### src/design/lics_defs.vh
// constants for the li-ion charge state machine
// What this block does
// - new cycle starts in precondition
// - leave precondition when battery above 2.85v
// - precondition current is 12% of setting
// - precondition timeout gives timeout fault
// - constant current until termination voltage, then cv
// - cv to top-off at 10% or 5%
// - fast-charge timeout gives timeout fault
// - top-off ends below eoc, enters sleep
// - sleep and eoc: high impedance, keep monitoring
// - sleep restarts fast charge below termination
// - enable low suspends charger only
// - leaving suspend resets timer, enters precondition
// - charger enabled whenever supply valid and charge_enable high; here it also needs ctrl bit0 set and bit1 clear
// - precondition timeout is third of total
// - undervoltage below 3.0v, resume plus 800mv
// - overvoltage above 6.8v, resume minus 350mv
// - status output asserted only while charging
`ifndef LICS_DEFS_VH
`define LICS_DEFS_VH
// state codes
`define LICS_ST_SUSPEND 3'h0
`define LICS_ST_PRECOND 3'h1
`define LICS_ST_FAST 3'h2
`define LICS_ST_TOPOFF 3'h3
`define LICS_ST_SLEEP 3'h4
`define LICS_ST_FAULT 3'h5
`define LICS_ST_NOSUPPLY 3'h6
// voltages in millivolts, 16 bit
`define LICS_PRECOND_MV 16'h0b22
`define LICS_UVLO_MV 16'h0bb8
`define LICS_UVLO_HYST_MV 16'h0320
`define LICS_OVP_MV 16'h1a90
`define LICS_OVP_HYST_MV 16'h015e
// current fractions in percent
`define LICS_PRE_PCT 8'h0c
`define LICS_EOC_HI_PCT 8'h0a
`define LICS_EOC_LO_PCT 8'h05
`define LICS_PCT_FULL 8'h64
// precondition share of the total timeout
`define LICS_PRE_DIV 32'h3
// clock rate in hz, 10 mhz
`define LICS_CLK_HZ 32'h0098_9680
// default overall timeout, seconds; kept so that seconds times clock fits 32 bits
`define LICS_TCHG_S 32'h0000_012c
// interrupt status bits
`define LICS_IRQ_FAULT 0
`define LICS_IRQ_DONE 1
`define LICS_IRQ_SUPPLY 2
`define LICS_IRQ_W 3
// register byte offsets
`define LICS_OFF_CTRL 12'h000
`define LICS_OFF_STATUS 12'h004
`define LICS_OFF_IRQ_STAT 12'h008
`define LICS_OFF_IRQ_MASK 12'h00c
`define LICS_OFF_TIMER 12'h010
// control reset value: charger enable set
`define LICS_CTRL_RST 2'h1
`endif

### src/design/lics_charger.v
// charge state machine with apb control and status
//
// Implementation choices: the address map and the APB slave port.
`timescale 1ns/1ps
`default_nettype none
`include "lics_defs.vh"
module lics_charger #(
    parameter [31:0] TIMEOUT_CYCLES = `LICS_TCHG_S * `LICS_CLK_HZ // overall charge timeout
) (
    // clock, reset, enable
    input wire clk,
    input wire rst_n,
    input wire clk_en,
    // apb slave
    input wire psel,
    input wire penable,
    input wire pwrite,
    input wire [11:0] paddr,
    input wire [31:0] pwdata,
    output reg [31:0] prdata,
    output wire pready,
    output wire pslverr,
    // measurements, millivolts and milliamps
    input wire [15:0] battery_voltage,
    input wire [15:0] term_voltage,
    input wire [15:0] charger_supply_input,
    input wire [15:0] charge_current,
    input wire [15:0] fast_charge_current_setting,
    // mode inputs
    input wire ac_input_select,
    input wire charge_enable,
    // charger drive
    output reg charger_on,
    output reg cv_mode,
    output reg [15:0] current_command,
    output reg batt_high_z,
    // status pin, open drain
    output reg charge_status_output_n,
    output reg charge_status_oe,
    // interrupt
    output wire irq
);
    // overview of the block:
    // one state register walks the charge cycle
    // precondition, fast charge, top-off, sleep
    // suspend and no-supply states sit outside the cycle
    // timeout fault is sticky until supply or enable drops
    // a single cycle counter times precondition and fast charge
    // precondition limit is a third of the overall limit
    // fast charge keeps the counter running from precondition
    // counter clears on every other state change
    // counter also clears while sleeping or without supply
    // cv flag is latched once the cell reaches termination
    // charger drive outputs except cv_mode follow the state one edge later
    // status pin is open drain, pulled low while charging
    // apb side holds control, irq status, irq mask, timer
    // all state freezes while clk_en is low
    // measurements are plain binary levels, already sampled
    // no synchroniser here: inputs are taken as synchronous
    // hazard: comparisons use raw levels, no glitch filter
    // the far side must hold levels steady for an edge
    // supply checks override every other transition

    // state and timer
    reg [2:0] state_r;
    reg [2:0] state_nxt;
    reg [31:0] timer_r;
    reg supply_ok_r;
    reg [1:0] ctrl_r; // bit0 software enable, bit1 force suspend
    reg [`LICS_IRQ_W-1:0] irq_stat_r;
    reg [`LICS_IRQ_W-1:0] irq_mask_r;
    reg [2:0] state_d_r;
    reg supply_d_r;

    // thresholds below are pure combinational arithmetic
    // the percent products are 24 bits wide so nothing overflows
    // a 16 bit setting times a percent below 100 fits 23 bits
    // the quotient is cut back to 16 bits on purpose
    // the cut is safe: the quotient never exceeds the setting
    // the 10 or 5 percent choice follows the ac select input
    // precondition uses a fixed 12 percent share
    // release points for the supply checks add hysteresis
    // undervoltage release sits 800 mv above the trip point
    // overvoltage release sits 350 mv below the trip point
    // run_en gathers the pin enable and both control bits
    // derived thresholds
    wire [31:0] pre_limit = TIMEOUT_CYCLES / `LICS_PRE_DIV;
    wire [23:0] eoc_prod = fast_charge_current_setting *
                           (ac_input_select ? `LICS_EOC_HI_PCT : `LICS_EOC_LO_PCT);
    wire [23:0] eoc_quo = eoc_prod / `LICS_PCT_FULL; // full-width quotient
    wire [15:0] eoc_ma = eoc_quo[15:0];
    wire [23:0] pre_prod = fast_charge_current_setting * `LICS_PRE_PCT;
    wire [23:0] pre_quo = pre_prod / `LICS_PCT_FULL; // full-width quotient
    wire [15:0] pre_ma = pre_quo[15:0];
    wire [16:0] uvlo_rel = {1'b0, `LICS_UVLO_MV} + {1'b0, `LICS_UVLO_HYST_MV};
    wire [15:0] ovp_rel = `LICS_OVP_MV - `LICS_OVP_HYST_MV;
    wire run_en = charge_enable & ctrl_r[0] & ~ctrl_r[1];
    wire batt_pre_ok = battery_voltage > `LICS_PRECOND_MV;
    wire batt_at_term = battery_voltage >= term_voltage;
    wire eoc_hit = charge_current < eoc_ma;
    wire cv_done = charge_current <= eoc_ma;

    // supply flag: cleared at once when the input leaves the band
    // set again only inside the narrower release band
    // between trip and release points the flag keeps its value
    // this keeps the charger from chattering on a noisy input
    // the flag starts low, so reset always begins without supply
    // a drop of the flag raises the supply-lost event
    // supply valid with hysteresis on both thresholds
    always @(posedge clk or negedge rst_n) begin
        if (!rst_n) begin
            supply_ok_r <= 1'b0;
        end else if (clk_en) begin
            if (charger_supply_input < `LICS_UVLO_MV || charger_supply_input > `LICS_OVP_MV) begin
                supply_ok_r <= 1'b0;
            end else if ({1'b0, charger_supply_input} >= uvlo_rel && charger_supply_input <= ovp_rel) begin
                supply_ok_r <= 1'b1;
            end
        end
    end

    // transition priority, highest first:
    // no valid supply wins over everything
    // suspend wins over the charge cycle itself
    // inside the cycle each state checks its own exit
    // precondition prefers success over timeout in one cycle
    // fast charge prefers top-off over timeout in one cycle
    // fault only leaves through supply loss or suspend
    // unknown codes fall back to the no-supply state
    // next state
    always @* begin
        state_nxt = state_r;
        if (!supply_ok_r) begin
            state_nxt = `LICS_ST_NOSUPPLY;
        end else if (!run_en) begin
            state_nxt = `LICS_ST_SUSPEND;
        end else begin
            case (state_r)
                `LICS_ST_NOSUPPLY: begin
                    state_nxt = `LICS_ST_PRECOND;
                end
                `LICS_ST_SUSPEND: begin
                    state_nxt = `LICS_ST_PRECOND;
                end
                `LICS_ST_PRECOND: begin
                    if (batt_pre_ok) begin
                        state_nxt = `LICS_ST_FAST;
                    end else if (timer_r >= pre_limit) begin
                        state_nxt = `LICS_ST_FAULT;
                    end
                end
                `LICS_ST_FAST: begin
                    if (cv_mode && cv_done) begin
                        state_nxt = `LICS_ST_TOPOFF;
                    end else if (timer_r >= TIMEOUT_CYCLES) begin
                        state_nxt = `LICS_ST_FAULT;
                    end
                end
                `LICS_ST_TOPOFF: begin
                    if (eoc_hit) begin
                        state_nxt = `LICS_ST_SLEEP;
                    end
                end
                `LICS_ST_SLEEP: begin
                    if (battery_voltage < term_voltage) begin
                        state_nxt = `LICS_ST_FAST;
                    end
                end
                `LICS_ST_FAULT: begin
                    state_nxt = `LICS_ST_FAULT;
                end
                default: begin
                    state_nxt = `LICS_ST_NOSUPPLY;
                end
            endcase
        end
    end

    // state register, cycle counter and cv flag
    // counter saturates instead of wrapping to zero
    // a wrap would silently re-arm the timeouts
    // entering fast charge from precondition keeps the count running
    // so the fast-charge limit covers the whole cycle
    // cv flag only sets while already in fast charge
    // the flag is forced on in top-off and off elsewhere
    // state, timer and cv latch
    always @(posedge clk or negedge rst_n) begin
        if (!rst_n) begin
            state_r <= `LICS_ST_NOSUPPLY;
            timer_r <= 32'h0;
            cv_mode <= 1'b0;
        end else if (clk_en) begin
            state_r <= state_nxt;
            if (state_nxt != state_r && state_nxt != `LICS_ST_FAST) begin
                timer_r <= 32'h0;
            end else if (state_r == `LICS_ST_SLEEP || state_r == `LICS_ST_NOSUPPLY) begin
                timer_r <= 32'h0; // fresh timer for the new cycle
            end else if (timer_r != 32'hffff_ffff) begin
                timer_r <= timer_r + 32'h1;
            end
            if (state_nxt == `LICS_ST_FAST) begin
                cv_mode <= cv_mode | (state_r == `LICS_ST_FAST && batt_at_term);
            end else begin
                cv_mode <= (state_nxt == `LICS_ST_TOPOFF);
            end
        end
    end

    // drive outputs are registered from the current state
    // one edge of lag against the state is accepted
    // the battery sees high impedance whenever not charging
    // the status pin enable is high only while charging
    // its data bit stays low so the pin only ever sinks
    // charger drive and status pin
    always @(posedge clk or negedge rst_n) begin
        if (!rst_n) begin
            charger_on <= 1'b0;
            current_command <= 16'h0;
            batt_high_z <= 1'b1;
            charge_status_output_n <= 1'b1;
            charge_status_oe <= 1'b0;
        end else if (clk_en) begin
            case (state_r)
                `LICS_ST_PRECOND: begin
                    charger_on <= 1'b1;
                    current_command <= pre_ma;
                    batt_high_z <= 1'b0;
                end
                `LICS_ST_FAST, `LICS_ST_TOPOFF: begin
                    charger_on <= 1'b1;
                    current_command <= fast_charge_current_setting;
                    batt_high_z <= 1'b0;
                end
                default: begin
                    charger_on <= 1'b0;
                    current_command <= 16'h0;
                    batt_high_z <= 1'b1;
                end
            endcase
            // pin pulled low only while charging
            charge_status_oe <= (state_r == `LICS_ST_PRECOND || state_r == `LICS_ST_FAST ||
                                 state_r == `LICS_ST_TOPOFF);
            charge_status_output_n <= 1'b0;
        end
    end

    // bus side: every access completes in its first access cycle
    // no error response, unmapped reads return zero
    // writes and read-clear only act while clk_en is high
    // an access during a frozen cycle is lost, not delayed
    // software must keep clk_en high around register access
    // apb decode, zero wait
    assign pready = 1'b1;
    assign pslverr = 1'b0;
    wire wr = psel & penable & pwrite & clk_en;
    wire rd_stat = psel & penable & ~pwrite & clk_en & (paddr == `LICS_OFF_IRQ_STAT);

    // events are single-cycle pulses built from delayed copies
    // entering fault, entering sleep, losing supply
    // delayed copies reset to the idle values of their sources
    // so no false event follows the release of reset
    // events: fault, done, supply loss
    always @(posedge clk or negedge rst_n) begin
        if (!rst_n) begin
            state_d_r <= `LICS_ST_NOSUPPLY;
            supply_d_r <= 1'b0;
        end else if (clk_en) begin
            state_d_r <= state_r;
            supply_d_r <= supply_ok_r;
        end
    end
    wire [`LICS_IRQ_W-1:0] evt;
    assign evt[`LICS_IRQ_FAULT] = (state_r == `LICS_ST_FAULT) && (state_d_r != `LICS_ST_FAULT);
    assign evt[`LICS_IRQ_DONE] = (state_r == `LICS_ST_SLEEP) && (state_d_r != `LICS_ST_SLEEP);
    assign evt[`LICS_IRQ_SUPPLY] = supply_d_r & ~supply_ok_r;

    // control resets with the software enable already set
    // a status read clears the sticky bits it returned
    // an event in the same cycle as the clear survives it
    // irq is a plain level of unmasked sticky bits
    // control, mask, sticky status (set wins over read clear)
    always @(posedge clk or negedge rst_n) begin
        if (!rst_n) begin
            ctrl_r <= `LICS_CTRL_RST;
            irq_mask_r <= {`LICS_IRQ_W{1'b0}};
            irq_stat_r <= {`LICS_IRQ_W{1'b0}};
        end else if (clk_en) begin
            if (wr && paddr == `LICS_OFF_CTRL) begin
                ctrl_r <= pwdata[1:0];
            end
            if (wr && paddr == `LICS_OFF_IRQ_MASK) begin
                irq_mask_r <= pwdata[`LICS_IRQ_W-1:0];
            end
            irq_stat_r <= (rd_stat ? {`LICS_IRQ_W{1'b0}} : irq_stat_r) | evt;
        end
    end
    assign irq = |(irq_stat_r & irq_mask_r);

    // read data is a pure mux of flip-flops, no side effects
    // the read-clear lives in the status process, not here
    // status word: state, charger on, cv flag, supply flag
    // read mux, combinational over registered sources
    always @* begin
        case (paddr)
            `LICS_OFF_CTRL: prdata = {30'h0, ctrl_r};
            `LICS_OFF_STATUS: prdata = {26'h0, supply_ok_r, cv_mode, charger_on, state_r};
            `LICS_OFF_IRQ_STAT: prdata = {29'h0, irq_stat_r};
            `LICS_OFF_IRQ_MASK: prdata = {29'h0, irq_mask_r};
            `LICS_OFF_TIMER: prdata = timer_r;
            default: prdata = 32'h0;
        endcase
    end
endmodule
`default_nettype wire

### config.mk
export PLATFORM = sky130hd
export DESIGN_NAME = lics_charger
export DESIGN_NICKNAME = d
export VERILOG_FILES = /design/src/design/lics_charger.v
export VERILOG_INCLUDE_DIRS = /design/src /design/src/design
export SDC_FILE = /design/constraint.sdc
export NUM_CORES = 1
export LEC_CHECK = 0
export ABC_AREA = 1
export BUFFER_PORTS_ARGS = -buffer_cell sky130_fd_sc_hd__buf_2
export CAP_MARGIN = 10
export CORE_ASPECT_RATIO = 1.75
export CORE_MARGIN = 2
export CORE_UTILIZATION = 40
export DETAILED_ROUTE_END_ITERATION = 8
export PLACE_DENSITY_LB_ADDON = 0.15
export SETUP_SLACK_MARGIN = 0.2
export SYNTH_ARGS = -nofsm -noshare
export SYNTH_HDL_FRONTEND = slang
export SYNTH_SLANG_ARGS = --single-unit
export TNS_END_PERCENT = 10
### constraint.sdc
create_clock -name clk -period 4.7 [get_ports clk]
set_input_delay 0.94 -clock clk [delete_from_list [all_inputs] [get_ports clk]]
set_output_delay 0.94 -clock clk [all_outputs]
set_load 0.005 [all_outputs]
==> results of run 1 <==
==> cell usage in the layout, fill, tap and decap left out, drive strengths merged, types with 15 or more instances in the layout <==
cell type	instances
a21oi	82
buf	501
dfrtp	61
fa	15
ha	88
inv	343
nand2	617
nand3	157
nand4	57
nor2	184
nor3	40
o21ai	124
xor2	31
==> critical path, delay by kind of cell <==
kind | cells | cell delay [ps]
and+or+nand+nor | 60 | 6450
AOI/OAI and AO/OA | 14 | 2160
adders and majority gates | 4 | 1410
xor gates and xnor gates | 3 | 450
buffers and inverters | 12 | 1250
==> logic make-up after synthesis <==
| logic type | after synthesis | synth area share [%] |
|---|---|---|
| AND/OR/NAND/NOR | 1075 | 45.3 |
| buffers and inverters | 371 | 11.7 |
| AO/OA/AOI/OAI | 277 | 14.0 |
| adder cells (fa/ha/maj) | 103 | 11.5 |
| flip-flops | 68 | 14.1 |
| XOR/XNOR | 42 | 3.15 |
| other | 2 | 0.0618 |
| multiplexers | 1 | 0.0927 |
==> path summary, 6_finish.rpt <==
kind | from | end | slack (ps) | cells after the start
setup / recovery | ac_input_select | timer_r[25] | -7750 | 93
hold reg to reg | charge_status_output_n | charge_status_output_n | 440 | 2
hold / removal | charge_status_output_n | charge_status_output_n | 440 | 2
setup reg to reg | timer_r[12] | timer_r[25] | 480 | 32
max in group asynchronous | rst_n | irq_stat_r[0] | 3340 | 1
min in group asynchronous | rst_n | timer_r[18] | 700 | 1
==> stage by stage <==
stage               hold WS (ps)  setup WS (ps)  TNS (ps)  std cells
detailed placement           426          -8360   -303500       2764
finish                       436          -7750   -283680       2820
floorplan                    428          -6810   -238100       1942
CTS                          437          -7530   -276690       2815
global placement             424          -8010   -291570       2764
global route                 468          -8720   -322090       2820
==> final cells by class <==
| type | count | area [um2] | share of cell area (%) |
|---|---|---|---|
| Clock buffer | 9 | 225 | 1.31 |
| Inverter | 345 | 1320 | 7.68 |
| Tap cell | 387 | 484 | 2.81 |
| Timing Repair Buffer | 501 | 3420 | 19.9 |
| Sequential cell | 68 | 1710 | 9.94 |
| Clock inverter | 7 | 82.6 | 0.480 |
| Multi-Input combinational cell | 1503 | 9970 | 57.9 |
==> registers in the layout (all words and copies together), names as in the netlist, 2 cells and up <==
register / flops
ctrl_r: 2
irq_mask_r: 3
timer_r: 32
current_command: 16
state_r: 3
state_d_r: 3
irq_stat_r: 3
==> layer usage <==
metal	global-route usage [%]	part of all wire [%]
met5	0	0
met1	21.7	35
met3	2.24	2.5
met2	50.8	58
met4	9.73	4.2
==> repair_timing <==
| item | 4_1_cts | 5_1_grt |
|---|---|---|
| pin swaps | 68 | 48 |
| gates resized for setup | 78 | 65 |
| setup buffers | 35 | 5 |
| hold buffers | 0 | 0 |
| setup endpoints to repair | 46 | 46 |
==> cell usage after synthesis (9+ instances only) <==
| library cell | count | share of area [%] |
|---|---|---|
| a21oi_1 | 70 | 2.9 |
| a21oi_2 | 9 | 0.65 |
| clkbuf_1 | 22 | 0.68 |
| dfrtp_1 | 61 | 13 |
| fa_1 | 15 | 2.5 |
| ha_1 | 88 | 9.1 |
| inv_1 | 301 | 9.3 |
| inv_2 | 38 | 1.2 |
| nand2_1 | 454 | 14 |
| nand2_2 | 117 | 6.0 |
| nand2_4 | 46 | 4.3 |
| nand3_1 | 134 | 5.5 |
| nand3_2 | 15 | 1.2 |
| nand4_1 | 49 | 2.5 |
| nor2_1 | 156 | 4.8 |
| nor2_2 | 16 | 0.82 |
| nor2_4 | 12 | 1.1 |
| nor3_1 | 38 | 1.6 |
| nor4_1 | 10 | 0.52 |
| o211ai_1 | 10 | 0.62 |
| o21ai_0 | 95 | 3.9 |
| o21ai_1 | 21 | 0.87 |
| xnor2_1 | 9 | 0.65 |
| xor2_1 | 31 | 2.2 |
==> flow_summary.ini, run 1 <==
[die]
dieArea_mm2 = 0.0318
dieWidth_um = 136
die_h_um = 235
fp-row-count = 84
start_util_pct = 40.5
core_mm2 = 0.0300
io_pins = 188

[routing]
via_count = 14200
first_iter_violations = 450
routed_wl_mm = 38.0
first_pass_iters = 4
drc = 0
ant_nets = 0
via_per_inst = 5.03
wl_per_cell_um = 13.5

[finish]
drive_gt1_share_pct = 39.7
design_area_mm2 = 0.0172
final_util_pct = 57.5
area_growth_pct = 41.7
antenna_cells = 0
nNetsFinal = 2663
n_fill_cell = 2937

[sta]
rsz0062_at_grt = true
max_freq_ghz = 0.0804
hold_viol_final = 0
skew_ps = 19.9
slew_viol_final = 0
finalCritPeriodShare_pct = 265
fin_ws_ps = -7750
worst_pin_slew_ps = 956
finalSetupViolCount = 46
relSlewSlack_pct = 36.0
timing.final.crit_period_ps = 12450

[clocking]
clk_pin_slew_ps = 60
clock_sinks = 68
cts_buffers = 9
clock_latency_ps = 360
cts-root-buf = clkbuf_16
clk_path_buf_depth = 2
ctsHtreeMaxLevel = 3
cts_tree = yes

[global_routing]
grt_pass1_wl_mm = 61.8
grt_max_degree = 69
antenna_found_initial = 0
grt_overflow = 0
grt_pass1_vias = 14300
track_usage_pct = 23.6

[logic_synthesis]
avgSynthCellArea_um2 = 6.26
synth-seq-area-share_pct = 14.1
synth_edf_count = 0
synth-seq-cells = 68
ys_warn_count = 0
async_flop_share_pct = 100
synth_cell_types = 73
syn_area_mm2 = 0.0121
synthCells = 1939
synth_flop_cell = dfrtp_1

[placed_design]
place_area_mm2 = 0.0160
portBuffers = 156
hpwl_mm = 31.7
gp_congestion = 0.896

[critical_path]
crit_path_max_fanout = 8
path_common_cell = nand2_4
required_ps = 4970
slowest_delay_ps = 560
crit_slowest_cell = fa_1
crit_type = input pin to register
critPathLaunchType = input pin
crit_arrival_ps = 12710
endpoint_kind = register

[run]
cap_violations = 0

[run_status]
run_status = complete, but fails checks
violations = setup timing

[min_path]
hp-class = register to register
Power of run 1 is not shown: default switching activity piles up to over one toggle a cycle in this logic, so the estimate is an artifact.
==> run 2, diff against run 1 <==
--- a/config.mk
+++ b/config.mk
@@ -11,8 +11,9 @@
 export CAP_MARGIN = 10
 export CORE_ASPECT_RATIO = 1.75
 export CORE_MARGIN = 2
-export CORE_UTILIZATION = 40
+export CORE_UTILIZATION = 30
 export DETAILED_ROUTE_END_ITERATION = 8
+export MAX_ROUTING_LAYER = met4
 export PLACE_DENSITY_LB_ADDON = 0.15
 export SETUP_SLACK_MARGIN = 0.2
 export SYNTH_ARGS = -nofsm -noshare
==> flow_summary.ini, run 2 <==
[run_status]
run_status = did not finish
stop_stage = detailed routing (5_2_route)
tool.error = [ERROR DRT-0255] Maze Route cannot find path of net clk in worker of routeBox ( 144900 0 ) ( 156100 48300 ).

[placed_design]
place_area_mm2 = 0.0163
portBuffers = 156
gp_congestion = 0.880
hpwl_mm = 33.2
preCtsSetupSlack_ps = -8380

[die]
io_pins = 188
fp-row-count = 97
start_util_pct = 30.3
die_h_um = 270
dieWidth_um = 156

[clocking]
cts-root-buf = clkbuf_16
clock_sinks = 68
ctsHtreeMaxLevel = 3
clk_path_buf_depth = 2
cts_buffers = 9
hold_buffers = 0

[global_routing]
grt_max_degree = 69
grt_pass1_vias = 14600
track_usage_pct = 19.2
grt_pass1_wl_mm = 64.9
antenna_found_initial = 0
grt_overflow = 0

[logic_synthesis]
synth-xor-area-share_pct = 3.15
ys_warn_count = 0
syn_area_mm2 = 0.0121
synth_edf_count = 0
synth-seq-cells = 68
synth_compound_area_share_pct = 14.0
synth_fa_ha_area_share_pct = 11.5
synthSimpleGateAreaFrac_pct = 45.3
ys_top_cells_by_area = nand2_1, dfrtp_1, inv_1
muxShareOfSynthArea_pct = 0.0927
synthCells = 1939
yosys-top-cells-count = nand2_1, inv_1, nor2_1
synth_cell_types = 73
yosys.area.top_type = nand2_1
synth_flop_cell = dfrtp_1
synth-seq-area-share_pct = 14.1
synth_top_family_by_area = simple AND/OR/NAND/NOR gates
yosysMostFrequentCell = nand2_1
async_flop_share_pct = 100
avgSynthCellArea_um2 = 6.26
synth_top_area_share_pct = 14.0

[sta]
crit_endpoint = timer_r[31]$_DFFE_PN0P_/D
worstEpCategory = register data pin
run 2: kinds of logic after synthesis:
logic type / Yosys count
AOI/OAI and AO/OA: 277
and+or+nand+nor: 1075
xor gates and xnor gates: 42
adders and majority gates: 103
other: 2
muxes: 1
buffers and inverters: 371
DFF: 68
run 2: metrics by stage:
| stage | setup TNS [ps] | util [%] | hold WS [ps] | instances |
|---|---|---|---|---|
| after floorplan | -238100 | - | 428 | 1942 |
| after global placement | -296580 | 40.7 | 425 | 2888 |
| after detailed placement | -305340 | 40.7 | 427 | 2888 |
| after CTS | -275420 | 43.0 | 438 | 2940 |
| after global routing | -321100 | 44.8 | 462 | 2962 |
run 2: repair_timing:
item | CTS | global route
pin swaps | 55 | 103
setup buffers | 36 | 22
cloned | 0 | 0
endpoints found under the setup margin | 46 | 47
gates resized for setup | 79 | 129
run 2: per-layer routing:
| layer | track usage (%) |
|---|---|
| met5 | - |
| met4 | 7.53 |
| met3 | 1.96 |
| met2 | 39.7 |
| met1 | 17.3 |
==> run 3, diff against run 2 <==
--- a/config.mk
+++ b/config.mk
@@ -9,13 +9,10 @@
 export ABC_AREA = 1
 export BUFFER_PORTS_ARGS = -buffer_cell sky130_fd_sc_hd__buf_2
 export CAP_MARGIN = 10
-export CORE_ASPECT_RATIO = 1.75
 export CORE_MARGIN = 2
-export CORE_UTILIZATION = 30
+export CORE_UTILIZATION = 20
 export DETAILED_ROUTE_END_ITERATION = 8
-export MAX_ROUTING_LAYER = met4
 export PLACE_DENSITY_LB_ADDON = 0.15
-export SETUP_SLACK_MARGIN = 0.2
 export SYNTH_ARGS = -nofsm -noshare
 export SYNTH_HDL_FRONTEND = slang
 export SYNTH_SLANG_ARGS = --single-unit
==> flow_summary.ini, run 3 (synthesis gave the netlist of run 1 again) <==
[run_status]
run_status = complete, but fails checks
violations = setup timing

[global_routing]
grt-busiest-layer = met2
grt_util_met3_pct = 1.63
grt_pass1_wl_mm = 69.6
grt_pass1_vias = 13900
use_met2_pct = 23.6
grt_overflow = 0
track_usage_pct = 13.5
antenna_found_initial = 0
gr-usage-met1_pct = 17.8
grt_max_degree = 69

[critical_path]
slowest_delay_ps = 580
crit_arrival_ps = 12490
endpoint_kind = register
reg2reg_depth = 28
critPathLaunchType = input pin
required_ps = 4930
crit_type = input pin to register
r2r-end = timer_r[25]
crit_slowest_cell = fa_1
path_common_cell = nand2_4
r2r_start = timer_r[13]
crit_path_max_fanout = 6
rrSetupSlack_ps = 210

[placed_design]
portBuffers = 156
placedCellCount = 3202
gp_congestion = 0.835
hpwl_mm = 36.1

[sta]
finalCritPeriodShare_pct = 261
skew_ps = 12.0
fin_hold_ws_ps = 437
hold_viol_final = 0
worst_pin_slew_ps = 995
slew_viol_final = 0
fin_tns_setup_ps = -275540
max_freq_ghz = 0.0816
rsz0062_at_grt = true
finalSetupViolCount = 45
relSlewSlack_pct = 33.6
timing.final.crit_period_ps = 12260
fin_ws_ps = -7560

[finish]
largestRegisters = timer_r (32), current_command (16)
final_util_pct = 30.9
n_fill_cell = 6582
final_common_cell = buf_4
largest_reg_flops = 32
seqCellArea_mm2 = 0.00171
top_register = timer_r
area_growth_pct = 53.3
multi_input_area_mm2 = 0.0103
final_cell_count_no_fill = 3280
layout_common_cells = buf_4, nand2_1, inv_1
drive_gt1_share_pct = 44.1
nNetsFinal = 2727

[clocking]
clk_path_buf_depth = 2
ctsHtreeMaxLevel = 3
clk_pin_slew_ps = 60
cts-root-buf = clkbuf_16
cts_tree = yes
cts_buffers = 9
clock_sinks = 68
clock_latency_ps = 360

[die]
die_h_um = 250
fp-row-count = 90
io_pins = 188
start_util_pct = 20.2
core_mm2 = 0.0602
dieArea_mm2 = 0.0627
dieWidth_um = 250

[routing]
via_count = 14100
first_pass_iters = 5
via_per_inst = 4.28
drc = 0
ant_nets = 0
routed_wl_mm = 43.0
first_iter_violations = 449
wl_per_cell_um = 13.1

[min_path]
hp-class = register to register
worstHoldStart = charge_status_output_n
hold_depth = 2
hold_end = charge_status_output_n

[run]
cap_violations = 0
==> run 3: how the worst max path moves through the flow <==
stage	startpoint	to
floorplan	ac_input_select	timer_r[31]
global placement	ac_input_select	timer_r[26]
detailed placement	ac_input_select	timer_r[25]
CTS	ac_input_select	timer_r[25]
global route	ac_input_select	timer_r[31]
finish	ac_input_select	timer_r[25]
==> run 3: final cells by class <==
class,count,area share (%)
Inverter,345,7.11
Multi-Input combinational cell,1503,55.4
Antenna cell,1,0.0134
Tap cell,782,5.26
Sequential cell,68,9.19
Timing Repair Buffer,565,21.4
Clock buffer,11,1.36
Clock inverter,5,0.323
==> run 3: what timing repair did <==
action | CTS | global route
endpoints found under the setup margin | 46 | 46
gates resized for setup | 135 | 119
buffers inserted | 42 | 18
pin swaps | 87 | 100
hold buffers | 0 | 0
cloned | 1 | 0
==> run 3: layer usage <==
| layer | wire length [um] | share of wire [%] |
|---|---|---|
| met5 | 0 | 0 |
| met4 | 546 | 1.3 |
| met3 | 1020 | 2.4 |
| met2 | 20400 | 47 |
| met1 | 21000 | 49 |
==> run 3: critical path, delay by kind of cell <==
| kind | cells | cell delay (ps) |
|---|---|---|
| AOI/OAI and AO/OA | 15 | 2070 |
| xor gates and xnor gates | 2 | 350 |
| adders and majority gates | 4 | 1270 |
| buffers and inverters | 15 | 1320 |
| and+or+nand+nor | 69 | 6450 |
==> run 3: stage by stage <==
step | instance area, um2 | setup WS (ps)
after global placement | 16900 | -8290
after global routing | 18600 | -8560
after CTS | 18000 | -7420
final | 18600 | -7560
after floorplan | 12600 | -6810
after detailed placement | 16900 | -8400
Power of run 3 is left out for the same reason.
